## src/verilog/ori_defs.svh

```systemverilog
// orientation detect constants: register indices, field positions,
// reset values and timing figures
// assumes: included by the design modules by bare name; the package does not include it
`ifndef ORI_DEFS_SVH
`define ORI_DEFS_SVH

// ==========================================================
// register indices (byte address is four times the index)
`define ORI_IDX_STATUS     6'h10
`define ORI_IDX_CONFIG     6'h11
`define ORI_IDX_COUNT      6'h12
`define ORI_IDX_THRESH     6'h13
`define ORI_IDX_IRQ_STAT   6'h14
`define ORI_IDX_IRQ_MASK   6'h15

// ==========================================================
// field positions
`define ORI_STAT_CHANGE    7
`define ORI_STAT_LOCK      6
`define ORI_STAT_LP_HI     2
`define ORI_STAT_LP_LO     1
`define ORI_STAT_BF        0
`define ORI_CFG_MODE       7
`define ORI_CFG_EN         6
`define ORI_THR_BF_HI      7
`define ORI_THR_BF_LO      6
`define ORI_THR_ZL_HI      2
`define ORI_THR_ZL_LO      0
`define ORI_IRQ_CHANGE     0
`define ORI_IRQ_HIGH_G     1

// ==========================================================
// reset values
`define ORI_CFG_RESET      8'h80
`define ORI_COUNT_RESET    8'h00
`define ORI_THR_RESET      8'h44
`define ORI_MASK_RESET     2'h0

// ==========================================================
// timing and scale
`define ORI_CLK_PERIOD_PS  10000
`define ORI_STEP_BASE_PS   1250000000
`define ORI_STEP_BASE_CYC  (`ORI_STEP_BASE_PS / `ORI_CLK_PERIOD_PS)
`define ORI_HOLD_MILLI_G   1250
`define ORI_G_COUNTS       4096

`endif

```

## src/verilog/ori_pkg.sv

```systemverilog
// orientation detect types and shared decode functions
// assumes: compiled before every design module
package ori_pkg;

	// oversampling modes
	typedef enum logic [1:0] {
		ORI_OS_NORMAL,
		ORI_OS_LNLP,
		ORI_OS_HIRES,
		ORI_OS_LP
	} ori_os_t;

	// sample rates, fastest first
	typedef enum logic [2:0] {
		ORI_RATE_800,
		ORI_RATE_400,
		ORI_RATE_200,
		ORI_RATE_100,
		ORI_RATE_50,
		ORI_RATE_12P5,
		ORI_RATE_6P25,
		ORI_RATE_1P56
	} ori_rate_t;

	// time step as power-of-two multiple of the 1.25 ms base
	function automatic logic [2:0] ori_step_shift(input ori_rate_t rate, input ori_os_t os);
		logic [2:0] s;
		s = 3'h0;
		if (rate == ORI_RATE_800) begin
			s = 3'h0;
		end else if (rate == ORI_RATE_400 || os == ORI_OS_HIRES) begin
			s = 3'h1;
		end else if (rate <= ORI_RATE_50) begin
			s = 3'(rate);
		end else if (os == ORI_OS_NORMAL) begin
			s = 3'h4;
		end else if (os == ORI_OS_LP && rate != ORI_RATE_12P5) begin
			s = 3'h7;
		end else begin
			s = 3'h6;
		end
		return s;
	endfunction

	// lockout trip angle in degrees
	function automatic logic [8:0] ori_tilt_lockout_angle_select_deg(input logic [2:0] sel);
		logic [8:0] d;
		case (sel)
			3'h0: d = 9'd14;
			3'h1: d = 9'd18;
			3'h2: d = 9'd21;
			3'h3: d = 9'd25;
			3'h4: d = 9'd29;
			3'h5: d = 9'd33;
			3'h6: d = 9'd37;
			default: d = 9'd42;
		endcase
		return d;
	endfunction

	// back/front trip angle in degrees
	function automatic logic [8:0] ori_bf_deg(input logic [1:0] sel);
		logic [8:0] d;
		case (sel)
			2'h0: d = 9'd80;
			2'h1: d = 9'd75;
			2'h2: d = 9'd70;
			default: d = 9'd65;
		endcase
		return d;
	endfunction

	// magnitude of a signed axis sample
	function automatic logic [13:0] ori_abs(input logic signed [13:0] v);
		return v[13] ? 14'(-v) : 14'(v);
	endfunction

endpackage

```

## src/verilog/ori_detect_regs.sv

```systemverilog
// orientation detect: classification, debounce, status and APB registers
// assumes: axis samples and angles arrive from the sample datapath with
// a one-cycle sample_valid pulse, synchronous to sys_clk
`timescale 1ns/10ps
`include "ori_defs.svh"

module ori_detect_regs import ori_pkg::*; #(
	parameter int STEP_BASE_CYCLES = `ORI_STEP_BASE_CYC,
	parameter int G_COUNTS         = `ORI_G_COUNTS
) (
	// clock and reset
	input  wire logic               sys_clk,
	input  wire logic               resetn,
	// apb slave
	input  wire logic               psel,
	input  wire logic               penable,
	input  wire logic               pwrite,
	input  wire logic [7:0]         paddr,
	input  wire logic [31:0]        pwdata,
	input  wire logic [3:0]         pstrb,
	output logic [31:0]             prdata,
	output logic                    pready,
	output logic                    pslverr,
	// operating state
	input  wire logic               active,
	input  wire logic               sleep_mode,
	input  wire logic [2:0]         output_sample_rate,
	input  wire logic [1:0]         oversample_mode,
	// sample datapath
	input  wire logic               sample_valid,
	input  wire logic signed [13:0] accel_x,
	input  wire logic signed [13:0] accel_y,
	input  wire logic signed [13:0] accel_z,
	input  wire logic [8:0]         z_angle_deg,
	input  wire logic [8:0]         z_tilt_deg,
	input  wire logic [1:0]         landscape_portrait_raw,
	// interrupt
	output logic                    irq
);
	localparam logic [13:0] HOLD_LIMIT = 14'(G_COUNTS * `ORI_HOLD_MILLI_G / 1000);

	// ==========================================================
	// register state
	logic       orientation_change_flag;
	logic       tilt_lockout_flag;
	logic [1:0] landscape_portrait_code;
	logic       back_front_flag;
	logic       debounce_mode_select;
	logic       orientation_detect_enable;
	logic [7:0] debounce_count_value;
	logic [1:0] back_front_trip_select;
	logic [2:0] tilt_lockout_angle_select;
	logic [1:0] irq_status;
	logic [1:0] irq_mask;

	// ==========================================================
	// detection state
	logic [3:0] cand;
	logic       cand_valid;
	logic [7:0] dbc;
	logic       first_pending;
	logic       active_q;
	logic       sleep_q;
	logic       high_g_q;

	// ==========================================================
	// apb decode
	wire [5:0] idx       = paddr[7:2];
	wire       sel_stat  = (idx == `ORI_IDX_STATUS);
	wire       sel_cfg   = (idx == `ORI_IDX_CONFIG);
	wire       sel_cnt   = (idx == `ORI_IDX_COUNT);
	wire       sel_thr   = (idx == `ORI_IDX_THRESH);
	wire       sel_istat = (idx == `ORI_IDX_IRQ_STAT);
	wire       sel_imask = (idx == `ORI_IDX_IRQ_MASK);
	wire       mapped    = sel_stat | sel_cfg | sel_cnt | sel_thr | sel_istat | sel_imask;
	wire       acc_wait  = psel && penable && !pready;
	wire       acc_done  = psel && penable && pready;
	wire       wr_lane   = acc_done && pwrite && pstrb[0];
	wire       rd_stat   = acc_done && !pwrite && sel_stat;
	wire       rd_istat  = acc_done && !pwrite && sel_istat;

	// read data selection
	logic [31:0] rdata;
	always_comb begin
		rdata = 32'h0000_0000;
		if (sel_stat) begin
			rdata[7:0] = {orientation_change_flag, tilt_lockout_flag, 3'h0,
				landscape_portrait_code, back_front_flag};
		end else if (sel_cfg) begin
			rdata[7:0] = {debounce_mode_select, orientation_detect_enable, 6'h00};
		end else if (sel_cnt) begin
			rdata[7:0] = debounce_count_value;
		end else if (sel_thr) begin
			rdata[7:0] = {back_front_trip_select, 3'h0, tilt_lockout_angle_select};
		end else if (sel_istat) begin
			rdata[1:0] = irq_status;
		end else if (sel_imask) begin
			rdata[1:0] = irq_mask;
		end
	end

	// apb answer: one wait cycle, then pready with registered data
	always_ff @(posedge sys_clk or negedge resetn) begin
		if (!resetn) begin
			pready  <= 1'b0;
			pslverr <= 1'b0;
			prdata  <= 32'h0000_0000;
		end else begin
			pready  <= acc_wait;
			pslverr <= acc_wait && !mapped;
			if (acc_wait) begin
				prdata <= pwrite ? 32'h0000_0000 : rdata;
			end
		end
	end

	// writable registers
	always_ff @(posedge sys_clk or negedge resetn) begin
		if (!resetn) begin
			debounce_mode_select      <= 1'(`ORI_CFG_RESET >> `ORI_CFG_MODE);
			orientation_detect_enable <= 1'b0;
			debounce_count_value      <= `ORI_COUNT_RESET;
			back_front_trip_select    <= 2'(`ORI_THR_RESET >> `ORI_THR_BF_LO);
			tilt_lockout_angle_select <= 3'(`ORI_THR_RESET);
			irq_mask                  <= `ORI_MASK_RESET;
		end else if (wr_lane) begin
			if (sel_cfg) begin
				debounce_mode_select      <= pwdata[`ORI_CFG_MODE];
				orientation_detect_enable <= pwdata[`ORI_CFG_EN];
			end
			if (sel_cnt) begin
				debounce_count_value <= pwdata[7:0];
			end
			if (sel_thr) begin
				back_front_trip_select    <= pwdata[`ORI_THR_BF_HI:`ORI_THR_BF_LO];
				tilt_lockout_angle_select <= pwdata[`ORI_THR_ZL_HI:`ORI_THR_ZL_LO];
			end
			if (sel_imask) begin
				irq_mask <= pwdata[1:0];
			end
		end
	end

	// ==========================================================
	// time step generator
	wire       run       = orientation_detect_enable && active;
	wire       sleep_chg = (sleep_mode != sleep_q);
	wire       restart   = !run || sleep_chg;
	wire [2:0] shift     = ori_step_shift(ori_rate_t'(output_sample_rate),
		ori_os_t'(oversample_mode));
	logic      step_tick;

	ori_step_timer #(
		.BASE_CYCLES (STEP_BASE_CYCLES)
	) u_step (
		.sys_clk   (sys_clk),
		.resetn    (resetn),
		.restart   (restart),
		.shift     (shift),
		.step_tick (step_tick)
	);

	// ==========================================================
	// raw classification of one sample
	wire       high_g   = (ori_abs(accel_x) > HOLD_LIMIT) || (ori_abs(accel_y) > HOLD_LIMIT)
		|| (ori_abs(accel_z) > HOLD_LIMIT);
	wire [8:0] bf_deg   = ori_bf_deg(back_front_trip_select);
	wire       to_front = (z_angle_deg < bf_deg) || (z_angle_deg > 9'(9'd360 - bf_deg));
	wire       to_back  = (z_angle_deg > 9'(9'd180 - bf_deg))
		&& (z_angle_deg < 9'(9'd180 + bf_deg));
	// back/front with hysteresis between the two trip regions
	wire       raw_bf   = to_front ? 1'b0 : (to_back ? 1'b1 : cand[0]);
	wire       raw_lock = (z_tilt_deg > ori_tilt_lockout_angle_select_deg(tilt_lockout_angle_select));
	wire [3:0] raw_res  = {raw_lock, landscape_portrait_raw, raw_bf};
	wire       take     = sample_valid && run && !high_g;

	// ==========================================================
	// debounce decisions
	wire [3:0] cur     = {tilt_lockout_flag, landscape_portrait_code, back_front_flag};
	wire       differs = (cand != cur) || first_pending;
	wire       eval    = step_tick && run && cand_valid && !sleep_chg;
	wire       commit  = eval && differs && (dbc >= debounce_count_value);

	// latest accepted sample
	always_ff @(posedge sys_clk or negedge resetn) begin
		if (!resetn) begin
			cand       <= 4'h0;
			cand_valid <= 1'b0;
		end else if (take) begin
			cand       <= raw_res;
			cand_valid <= 1'b1;
		end else if (!run) begin
			cand_valid <= 1'b0;
		end
	end

	// debounce counter
	always_ff @(posedge sys_clk or negedge resetn) begin
		if (!resetn) begin
			dbc <= 8'h00;
		end else if (restart) begin
			dbc <= 8'h00;
		end else if (eval) begin
			if (differs) begin
				dbc <= commit ? 8'h00 : dbc + 8'h01;
			end else if (debounce_mode_select || dbc == 8'h00) begin
				dbc <= 8'h00;
			end else begin
				dbc <= dbc - 8'h01;
			end
		end
	end

	// previous levels and first-result tracking
	always_ff @(posedge sys_clk or negedge resetn) begin
		if (!resetn) begin
			active_q      <= 1'b0;
			sleep_q       <= 1'b0;
			high_g_q      <= 1'b0;
			first_pending <= 1'b0;
		end else begin
			active_q <= active;
			sleep_q  <= sleep_mode;
			high_g_q <= high_g;
			if (active && !active_q) begin
				first_pending <= 1'b1;
			end else if (commit) begin
				first_pending <= 1'b0;
			end
		end
	end

	// ==========================================================
	// status fields and change flag; set wins over read clear
	always_ff @(posedge sys_clk or negedge resetn) begin
		if (!resetn) begin
			orientation_change_flag <= 1'b0;
			tilt_lockout_flag       <= 1'b0;
			landscape_portrait_code <= 2'h0;
			back_front_flag         <= 1'b0;
		end else begin
			if (commit) begin
				{tilt_lockout_flag, landscape_portrait_code, back_front_flag} <= cand;
			end
			orientation_change_flag <= commit || (orientation_change_flag && !rd_stat);
		end
	end

	// ==========================================================
	// interrupt status, mask and output
	logic [1:0] next_irq_status;
	always_comb begin
		next_irq_status = irq_status;
		if (rd_istat) begin
			next_irq_status = 2'h0;
		end
		if (rd_stat) begin
			next_irq_status[`ORI_IRQ_CHANGE] = 1'b0;
		end
		if (commit) begin
			next_irq_status[`ORI_IRQ_CHANGE] = 1'b1;
		end
		if (high_g && !high_g_q && run) begin
			next_irq_status[`ORI_IRQ_HIGH_G] = 1'b1;
		end
	end

	always_ff @(posedge sys_clk or negedge resetn) begin
		if (!resetn) begin
			irq_status <= 2'h0;
			irq        <= 1'b0;
		end else begin
			irq_status <= next_irq_status;
			irq        <= |(next_irq_status & irq_mask);
		end
	end
endmodule

```

## src/verilog/ori_step_timer.sv

```systemverilog
// debounce time step generator
// assumes: one 100 MHz clock; restart is a level, counters stay cleared while it is high
`timescale 1ns/10ps
`include "ori_defs.svh"

module ori_step_timer import ori_pkg::*; #(
	parameter int BASE_CYCLES = `ORI_STEP_BASE_CYC
) (
	// clock and reset
	input  wire logic       sys_clk,
	input  wire logic       resetn,
	// control
	input  wire logic       restart,
	input  wire logic [2:0] shift,
	// step pulse
	output logic            step_tick
);
	localparam int BW = $clog2(BASE_CYCLES + 1);

	logic [BW-1:0] base_cnt;
	logic [6:0]    pre_cnt;

	// ==========================================================
	// base tick every 1.25 ms, then power-of-two prescale
	wire       base_end  = (base_cnt == BW'(BASE_CYCLES - 1));
	wire [6:0] pre_limit = 7'((8'h01 << shift) - 8'h01);
	wire       pre_end   = (pre_cnt >= pre_limit);

	// counters
	always_ff @(posedge sys_clk or negedge resetn) begin
		if (!resetn) begin
			base_cnt  <= '0;
			pre_cnt   <= '0;
			step_tick <= 1'b0;
		end else if (restart) begin
			base_cnt  <= '0;
			pre_cnt   <= '0;
			step_tick <= 1'b0;
		end else begin
			base_cnt  <= base_end ? '0 : base_cnt + 1'b1;
			if (base_end) begin
				pre_cnt <= pre_end ? 7'h00 : pre_cnt + 7'h01;
			end
			step_tick <= base_end && pre_end;
		end
	end
endmodule
```

## config.mk

```make
export PLATFORM = sky130hd
export DESIGN_NAME = ori_detect_regs
export DESIGN_NICKNAME = d
export VERILOG_FILES = /design/src/verilog/ori_pkg.sv /design/src/verilog/ori_detect_regs.sv /design/src/verilog/ori_step_timer.sv
export VERILOG_INCLUDE_DIRS = /design/src /design/src/verilog
export SDC_FILE = /design/constraint.sdc
export NUM_CORES = 1
export LEC_CHECK = 0
export ABC_AREA = 1
export BUFFER_PORTS_ARGS = -buffer_cell sky130_fd_sc_hd__buf_2
export CAP_MARGIN = 10
export CORE_MARGIN = 3
export CORE_UTILIZATION = 59
export CTS_CLUSTER_SIZE = 12
export DETAILED_ROUTE_END_ITERATION = 10
export PLACE_DENSITY = 0.89
export SLEW_MARGIN = 20
export SYNTH_ARGS = -nofsm -noshare
export SYNTH_HDL_FRONTEND = slang
export SYNTH_SLANG_ARGS = --single-unit
export TNS_END_PERCENT = 50
```

## constraint.sdc

```tcl
create_clock -name sys_clk -period 3.7 [get_ports sys_clk]
set_clock_uncertainty 0.1 [all_clocks]
set_input_delay 0.185 -clock sys_clk [delete_from_list [all_inputs] [get_ports sys_clk]]
set_output_delay 0.185 -clock sys_clk [all_outputs]
set_load 0.01 [all_outputs]
```

==> impl_metrics.py, run 1 <==
metrics = {
    "yosys": {
        "synthFlopType": "sky130_fd_sc_hd__dfrtp_1",
        "synth_edf_count": 0,
        "yosys.cell_count.top_type": "sky130_fd_sc_hd__nand2_1",
        "synthCells": 865,
        "area_contributors_post_synth": "sky130_fd_sc_hd__dfrtp_1 (30%), sky130_fd_sc_hd__ha_1 (12%), sky130_fd_sc_hd__nand2_1 (11%), sky130_fd_sc_hd__inv_1 (7.8%), sky130_fd_sc_hd__nand3_1 (5.7%)",
        "post-synth-top-area-fraction_pct": 30.0,
        "post_synth_instance_area_um2": 6180,
        "yosys_register_bits": 77,
        "synth_warnings": 0,
        "synth.distinct_cells": 48,
        "yosysTopAreaCell": "sky130_fd_sc_hd__dfrtp_1",
        "postSynth.asyncResetShare_pct": 100,
        "synth_seq_area_share_pct": 31.2,
        "synth_area_per_cell_um2": 7.15,
        "synth.top_cells.by_count": "sky130_fd_sc_hd__nand2_1 (184), sky130_fd_sc_hd__inv_1 (129), sky130_fd_sc_hd__dfrtp_1 (74)",
    },
    "worst_setup_path": {
        "critical_path_end_type": "flip-flop",
        "path_common_cell": "sky130_fd_sc_hd__nand2_1",
        "cp_cell_sequence": "inv_1 -> ha_1 -> xor2_1 -> ha_1 -> inv_1 -> o21bai_1 -> a21oi_1 -> o21ai_0 -> nand2_1 -> nand2_1 -> nand2_1 -> nand2_1 -> inv_1 -> nand2_1 -> nand4_1 -> nand2_1 -> nand2_1",
        "critical_path_arrival_ns": 2.93,
        "critPathLaunchType": "flip-flop",
        "setup.worst_path.class": "flip-flop to flip-flop",
        "critPathRequiredTime_ns": 3.84,
        "path_max_fanout": 7,
        "reg2reg_slack_ns": 0.92,
        "cell_type_of_the_slowest_stage_on_the_worst_timing_path": "sky130_fd_sc_hd__dfstp_2",
        "critPathMaxStageDelay_ns": 0.62,
    },
    "power_and_ir_drop": {
        "share_comb_of_total_power_pct": 15.0,
        "power.share.switching_pct": 25.7,
        "clock_power_share_pct": 40.6,
        "switching_power_uw": 494,
        "ratio_of_total_power_to_cell_area_nw_per_um2": 271,
        "cellInternalPower_uw": 1430,
        "power.ir.vdd_worst_mv": 0.165,
        "power.static_leakage_uw": 0.00377,
        "pwr-share-seq_pct": 44.4,
    },
    "layout": {
        "area_growth_pct": 14.5,
        "layout-drive-gt1-share_pct": 16.4,
        "n_antenna_cell": 0,
        "post-route-util_pct": 70.8,
        "total_number_of_nets_in_the_final_design": 1155,
    },
    "sta": {
        "max_clock_freq_mhz": 359,
        "layout_setup_ws_ns": 0.915,
        "timing.slew.headroom_pct": 36.1,
        "finalMaxSlewViolations": 0,
        "final.setup.tns_ns": 0,
        "final_hold_viol_count": 0,
        "timing.final.setup_violations": 0,
        "post_route_hold_slack_ns": 0.0289,
        "worst-slew-pin-transition_ns": 0.959,
        "post-route-period-util_pct": 75.3,
        "rsz0062_at_grt": "no",
        "finalWorstPathRequiredPeriod_ns": 2.78,
    },
    "cts": {
        "cts_root_buffer": "sky130_fd_sc_hd__clkbuf_8",
        "holdBufCountCts": 11,
        "cts.sink_count": 77,
        "cts-buffers-inserted": 9,
        "tritoncts_clock_tree": "done",
        "clockBufferDepth": 2,
        "clkSlewWorstSetupHoldPaths_ns": 0.08,
        "cts_resized": 0,
        "worstSkewPairLatency_ns": 0.36,
        "ctsHtreeMaxLevel": 3,
        "post_cts.repair.setup_buffers": 0,
    },
    "detailed_routing": {
        "route.final.wire_length_mm": 13.5,
        "dr.pass1.iters": 4,
        "drcViolationCount": 0,
        "post_drt_via_cell_ratio": 5.24,
        "routed_wire_length_per_instance_um": 12.1,
        "vias": 5853,
        "ant_nets": 0,
        "first_iter_violations": 206,
    },
    "floorplan": {
        "die_width_um": 108,
        "floorplan.initialDensity_pct": 61.8,
        "boundaryPins": 154,
        "floorplan.rows": 36,
        "die_area_um2": 11700,
        "floorplan.die.height_um": 108,
        "core_region_area_um2": 10000,
    },
    "worst_hold_path": {
        "min_path_type": "input pin to flip-flop",
    },
    "global_routing": {
        "use_met2_pct": 40.5,
        "grt_start_max_net_pins": 78,
        "globalRoute.busiestLayer": "met2",
        "globalRouteMet3Util_pct": 4.90,
        "grt_overflow_total": 0,
        "grt_pass1_vias": 5328,
        "initial_antenna_violation_count": 0,
        "use_met1_pct": 30.7,
        "grt.total_usage_pct": 23.5,
        "grt_first_pass_wirelength_mm": 22.8,
    },
    "status": {
        "status": "completed",
    },
    "place": {
        "dp_wirelength_mm": 10.5,
        "port_buffers": 100,
        "place.gp.congestion": 0.853,
        "preCtsSetupSlack_ns": 0.802,
    },
    "job": {
        "timing.max_cap.violations": 0,
    },
}
[logic make-up (layout without fill, tap and decap cells)]
group | count (synthesis) | in the layout | synth area share (%)
fa+ha+maj | 57 | 57 | 11.5
simple gates | 418 | 418 | 31.1
flops | 77 | 77 | 31.2
compound gates | 127 | 127 | 11.6
xor+xnor | 19 | 19 | 2.69
buf+inv | 166 | 261 | 11.8
other cells | 1 | 25 | 0.0607
[layout make-up]
cell class / instances / area, um2
Multi-Input combinational cell: 646 / 3610
Fill cell: 808 / 2920
Clock inverter: 6 / 110
Tap cell: 133 / 166
Inverter: 133 / 499
Clock buffer: 10 / 138
Timing Repair Buffer: 112 / 621
Sequential cell: 77 / 1930
[power groups by stage]
stage	registers, uW	clock network, uW	logic (uW)
2_1_floorplan	869	0	190
3_3_place_gp	868	0	272
3_5_place_dp	868	0	278
4_1_cts	851	793	289
5_1_grt	852	823	331
6_report	851	780	288
[final timing paths]
| kind | endpoint | start | depth (start not counted) |
|---|---|---|---|
| worst max-delay path | cand[0] | back_front_trip_select[0] | 17 |
| worst min-delay path | debounce_mode_select | pwdata[7] | 3 |
| worst max register to register | cand[0] | back_front_trip_select[0] | 17 |
| worst min register to register | first_pending | active_q | 1 |
| max in group asynchronous | u_step.base_cnt[4] | resetn | 2 |
| min in group asynchronous | pslverr | resetn | 2 |
[cells in the final DEF, fill, tap and decap left out, types with 5 or more instances in the layout]
master / instances
sky130_fd_sc_hd__nand2_1: 184
sky130_fd_sc_hd__inv_1: 129
sky130_fd_sc_hd__buf_2: 99
sky130_fd_sc_hd__dfrtp_1: 74
sky130_fd_sc_hd__nor2_1: 71
sky130_fd_sc_hd__nand3_1: 70
sky130_fd_sc_hd__ha_1: 57
sky130_fd_sc_hd__o21ai_0: 52
sky130_fd_sc_hd__a21oi_1: 42
sky130_fd_sc_hd__nor3_1: 25
sky130_fd_sc_hd__conb_1: 25
sky130_fd_sc_hd__xor2_1: 16
sky130_fd_sc_hd__nand4_1: 14
sky130_fd_sc_hd__nor2_2: 11
sky130_fd_sc_hd__dlygate4sd3_1: 11
sky130_fd_sc_hd__nand2_2: 10
sky130_fd_sc_hd__clkbuf_8: 10
sky130_fd_sc_hd__nor4_1: 6
sky130_fd_sc_hd__o21ai_1: 5
sky130_fd_sc_hd__o22ai_1: 5
[through the flow]
step,instance area (um2),cells,total power [uW]
finish,7080,1117,1920
global route,7080,1117,2010
detailed placement,6720,1090,1150
CTS,7080,1117,1930
floorplan,6270,889,1060
global placement,6720,1090,1140
[sequential cells by signal, summed over array words and instances (netlist names), 2 cells and up]
name / count
back_front_trip_select: 2
cand: 4
dbc: 8
debounce_count_value: 8
irq_mask: 2
irq_status: 2
landscape_portrait_code: 2
prdata: 8
tilt_lockout_angle_select: 3
u_step.base_cnt: 17
u_step.pre_cnt: 7
[routing by layer]
layer	wire (um)	part of all wire, %
met5	0	0
met4	107	0.79
met1	6100	45
met2	6530	48
met3	760	5.6
[worst max-delay path: cells and delay by family (launching register included)]
kind / cells / cell delay [ns]
fa+ha+maj: 2 / 0.61
buf+inv: 3 / 0.25
xor+xnor: 1 / 0.17
compound gates: 3 / 0.35
flops: 1 / 0.62
simple gates: 8 / 0.59
(Power assumes the default switching activity.)
==> run 2, diff against run 1 <==
--- a/config.mk
+++ b/config.mk
@@ -10,10 +10,10 @@
 export BUFFER_PORTS_ARGS = -buffer_cell sky130_fd_sc_hd__buf_2
 export CAP_MARGIN = 10
 export CORE_MARGIN = 3
-export CORE_UTILIZATION = 59
+export CORE_UTILIZATION = 49
 export CTS_CLUSTER_SIZE = 12
 export DETAILED_ROUTE_END_ITERATION = 10
-export PLACE_DENSITY = 0.89
+export PLACE_DENSITY = 0.79
 export SLEW_MARGIN = 20
 export SYNTH_ARGS = -nofsm -noshare
 export SYNTH_HDL_FRONTEND = slang
==> constraint.sdc (replaced) <==
create_clock -name sys_clk -period 2.4 [get_ports sys_clk]
set_clock_uncertainty 0.1 [all_clocks]
set_input_delay 0.12 -clock sys_clk [delete_from_list [all_inputs] [get_ports sys_clk]]
set_output_delay 0.12 -clock sys_clk [all_outputs]
set_load 0.01 [all_outputs]
==> run 2 against run 1 <==
The flow now finishes with violations (negative setup slack). Clock power increased by 68%. Via count up 1.1%. Global-route usage fell by 3.9 points. Sequential share of layout area is 1.3 points lower. Sequential power grew 55%. First-iteration DRC count grew 64%. Maximum frequency rose by 12%. Clock-buffer cell count increased by 4. Non-clock buffer count up 31. Setup slack got worse by 1.0 ns. Largest cell class unchanged.
==> impl_metrics.py, run 2 (same netlist as run 1, synthesis figures left out) <==
metrics = {
    "status": {
        "status": "finished, violations left",
        "failed_checks": "negative setup slack",
    },
    "sta": {
        "timing.final.setup_violations": 1,
        "rsz0062_at_grt": "yes",
        "max_clock_freq_mhz": 402,
        "post-route-period-util_pct": 104,
        "timing.slew.headroom_pct": 36.8,
        "worst-slew-pin-transition_ns": 0.948,
        "layout_setup_ws_ns": -0.0845,
        "finalMaxSlewViolations": 0,
        "final_hold_viol_count": 0,
        "finalWorstPathRequiredPeriod_ns": 2.48,
        "final.setup.tns_ns": -0.0845,
    },
    "place": {
        "port_buffers": 100,
        "dp_wirelength_mm": 11.0,
        "place.gp.congestion": 0.876,
        "standard_cell_area_after_detailed_placement_um2": 6990,
        "dp.cells": 1154,
    },
    "layout": {
        "largest_register_ffs": 17,
        "area_growth_pct": 20.3,
        "post-route-cell-area_um2": 7440,
        "layout-drive-gt1-share_pct": 19.7,
        "mostFrequentLayoutCells": "sky130_fd_sc_hd__nand2_1 (181), sky130_fd_sc_hd__inv_1 (125), sky130_fd_sc_hd__buf_2 (99)",
        "total_number_of_nets_in_the_final_design": 1186,
        "finalNonFillerCells": 1183,
        "top_register": "u_step.base_cnt",
        "final_common_cell": "sky130_fd_sc_hd__nand2_1",
        "n_antenna_cell": 0,
    },
    "power_and_ir_drop": {
        "share_comb_of_total_power_pct": 15.2,
        "cellInternalPower_uw": 2340,
        "pwr-share-seq_pct": 42.5,
        "power.static_leakage_uw": 0.00394,
        "switching_power_uw": 762,
        "clock_power_share_pct": 42.3,
        "ratio_of_total_power_to_cell_area_nw_per_um2": 416,
        "power.share.switching_pct": 24.6,
        "power.ir.vdd_worst_mv": 0.304,
    },
    "job": {
        "timing.max_cap.violations": 0,
    },
    "worst_setup_path": {
        "path_common_cell": "sky130_fd_sc_hd__nand2_1",
        "critical_path_buf_inv_count": 3,
        "critPathLaunchType": "flip-flop",
        "cp-startpoint": "back_front_trip_select[0]",
        "critPathRequiredTime_ns": 2.52,
        "worst_r2r_startpoint": "back_front_trip_select[0]",
        "critPathMaxStageDelay_ns": 0.58,
        "critical_path_arrival_ns": 2.60,
        "cell_type_of_the_slowest_stage_on_the_worst_timing_path": "sky130_fd_sc_hd__dfstp_2",
        "critical_path_end_type": "flip-flop",
        "cpLargestDelayFamily": "flip-flops",
        "path_max_fanout": 4,
        "cp_cell_sequence": "inv_4 -> ha_4 -> xor2_1 -> ha_1 -> inv_2 -> o21bai_1 -> a21oi_1 -> o21ai_1 -> nand2_1 -> nand2_1 -> nand2_1 -> nand2_2 -> inv_2 -> nand2_2 -> nand4_1 -> nand2_1 -> nand2_1",
        "setup.worst_path.class": "flip-flop to flip-flop",
    },
    "detailed_routing": {
        "post_drt_via_cell_ratio": 5.00,
        "dr.pass1.iters": 4,
        "routed_wire_length_per_instance_um": 11.5,
        "vias": 5915,
        "drcViolationCount": 0,
        "ant_nets": 0,
        "route.final.wire_length_mm": 13.6,
        "first_iter_violations": 338,
    },
    "floorplan": {
        "floorplan.rows": 40,
        "die_area_um2": 14000,
        "core_region_area_um2": 12200,
        "boundaryPins": 154,
        "floorplan.initialDensity_pct": 50.8,
        "floorplan.die.height_um": 118,
        "die_width_um": 118,
    },
    "global_routing": {
        "grt_start_max_net_pins": 78,
        "grt_overflow_total": 0,
        "grt_first_pass_wirelength_mm": 23.6,
        "initial_antenna_violation_count": 0,
        "grt.total_usage_pct": 19.7,
        "grt_pass1_vias": 5611,
    },
    "cts": {
        "cts_root_buffer": "sky130_fd_sc_hd__clkbuf_16",
        "worstSkewPairLatency_ns": 0.33,
        "ctsHtreeMaxLevel": 3,
        "tritoncts_clock_tree": "done",
        "cts-buffers-inserted": 9,
        "cts.sink_count": 77,
        "clockBufferDepth": 2,
        "clkSlewWorstSetupHoldPaths_ns": 0.06,
    },
    "worst_hold_path": {
        "holdCritStartpoint": "pwdata[6]",
        "min_path_type": "input pin to flip-flop",
    },
}
[run 2: cell types whose count changed in the layout (fill, tap and decap cells not counted), sizes merged]
cell         previous run  this run
dlygate4sd3            11        12
bufinv                  3         1
clkinvlp                2         0
clkbuf                 10        14
buf                   101       131
[run 2: worst reg2reg max path, delay by kind of cell (launching register included)]
kind                     cells  cell delay [ns]
adder cells (fa/ha/maj)      2             0.50
buffers and inverters        3             0.15
AND/OR/NAND/NOR              8             0.52
XOR/XNOR                     1             0.15
flip-flops                   1             0.58
AO/OA/AOI/OAI                3             0.36
[run 2: worst paths after layout]
kind / end / slack (ns) / cells past startpoint
setup / recovery: cand[0] / -0.08 / 17
hold / removal: debounce_count_value[6] / 0.01 / 3
setup reg to reg: cand[0] / -0.08 / 17
hold reg to reg: first_pending / 0.34 / 1
max in group asynchronous: dbc[4] / 1.20 / 2
min in group asynchronous: pslverr / 0.38 / 2
[run 2: layout make-up]
| type | instances | area, um2 |
|---|---|---|
| clock buffers | 14 | 254 |
| clock inverters | 2 | 35.0 |
| fillers | 1144 | 4720 |
| inverters | 133 | 502 |
| multi-input cells | 646 | 3650 |
| flip-flops and latches | 77 | 1930 |
| well taps | 168 | 210 |
| repair buffers | 143 | 856 |
[run 2: what timing repair did]
item,CTS,global route
setup buffers,1,0
pin swaps,9,9
gates resized for setup,2,16
endpoints found under the hold margin,87,0
hold buffers,12,0
cloned,0,0
endpoints found under the setup margin,1,13
[run 2: per-stage QoR]
| stage | power, uW | worst slack, ns | hold slack (ns) | utilization, % |
|---|---|---|---|---|
| after floorplan | 1630 | -0.00813 | -0.276 | - |
| after global placement | 1780 | -0.152 | 0.154 | 57.5 |
| after detailed placement | 1790 | -0.245 | 0.159 | 57.5 |
| after CTS | 3120 | -0.130 | 0.00497 | 60.9 |
| after global routing | 3250 | -0.282 | 0.0122 | 61.2 |
| final | 3100 | -0.0845 | 0.0121 | 61.2 |
[run 2: routing by layer]
layer  wire length, um  part of all wire, %  track usage, %  vias to the layer above
met1              6230                   46            25.5                     2697
met4               187                  1.4            4.98                        0
met3               611                  4.5            3.25                       17
li1                  -                    -               -                     3078
met5                 0                    0               0                        -
met2              6590                   48            34.1                      123
[run 2: power groups by stage]
stage	combinational (uW)	clock [uW]	sequential, uW
2_1_floorplan	293	0	1340
3_3_place_gp	440	0	1340
3_5_place_dp	451	0	1340
4_1_cts	470	1340	1320
5_1_grt	541	1390	1320
6_report	472	1310	1320
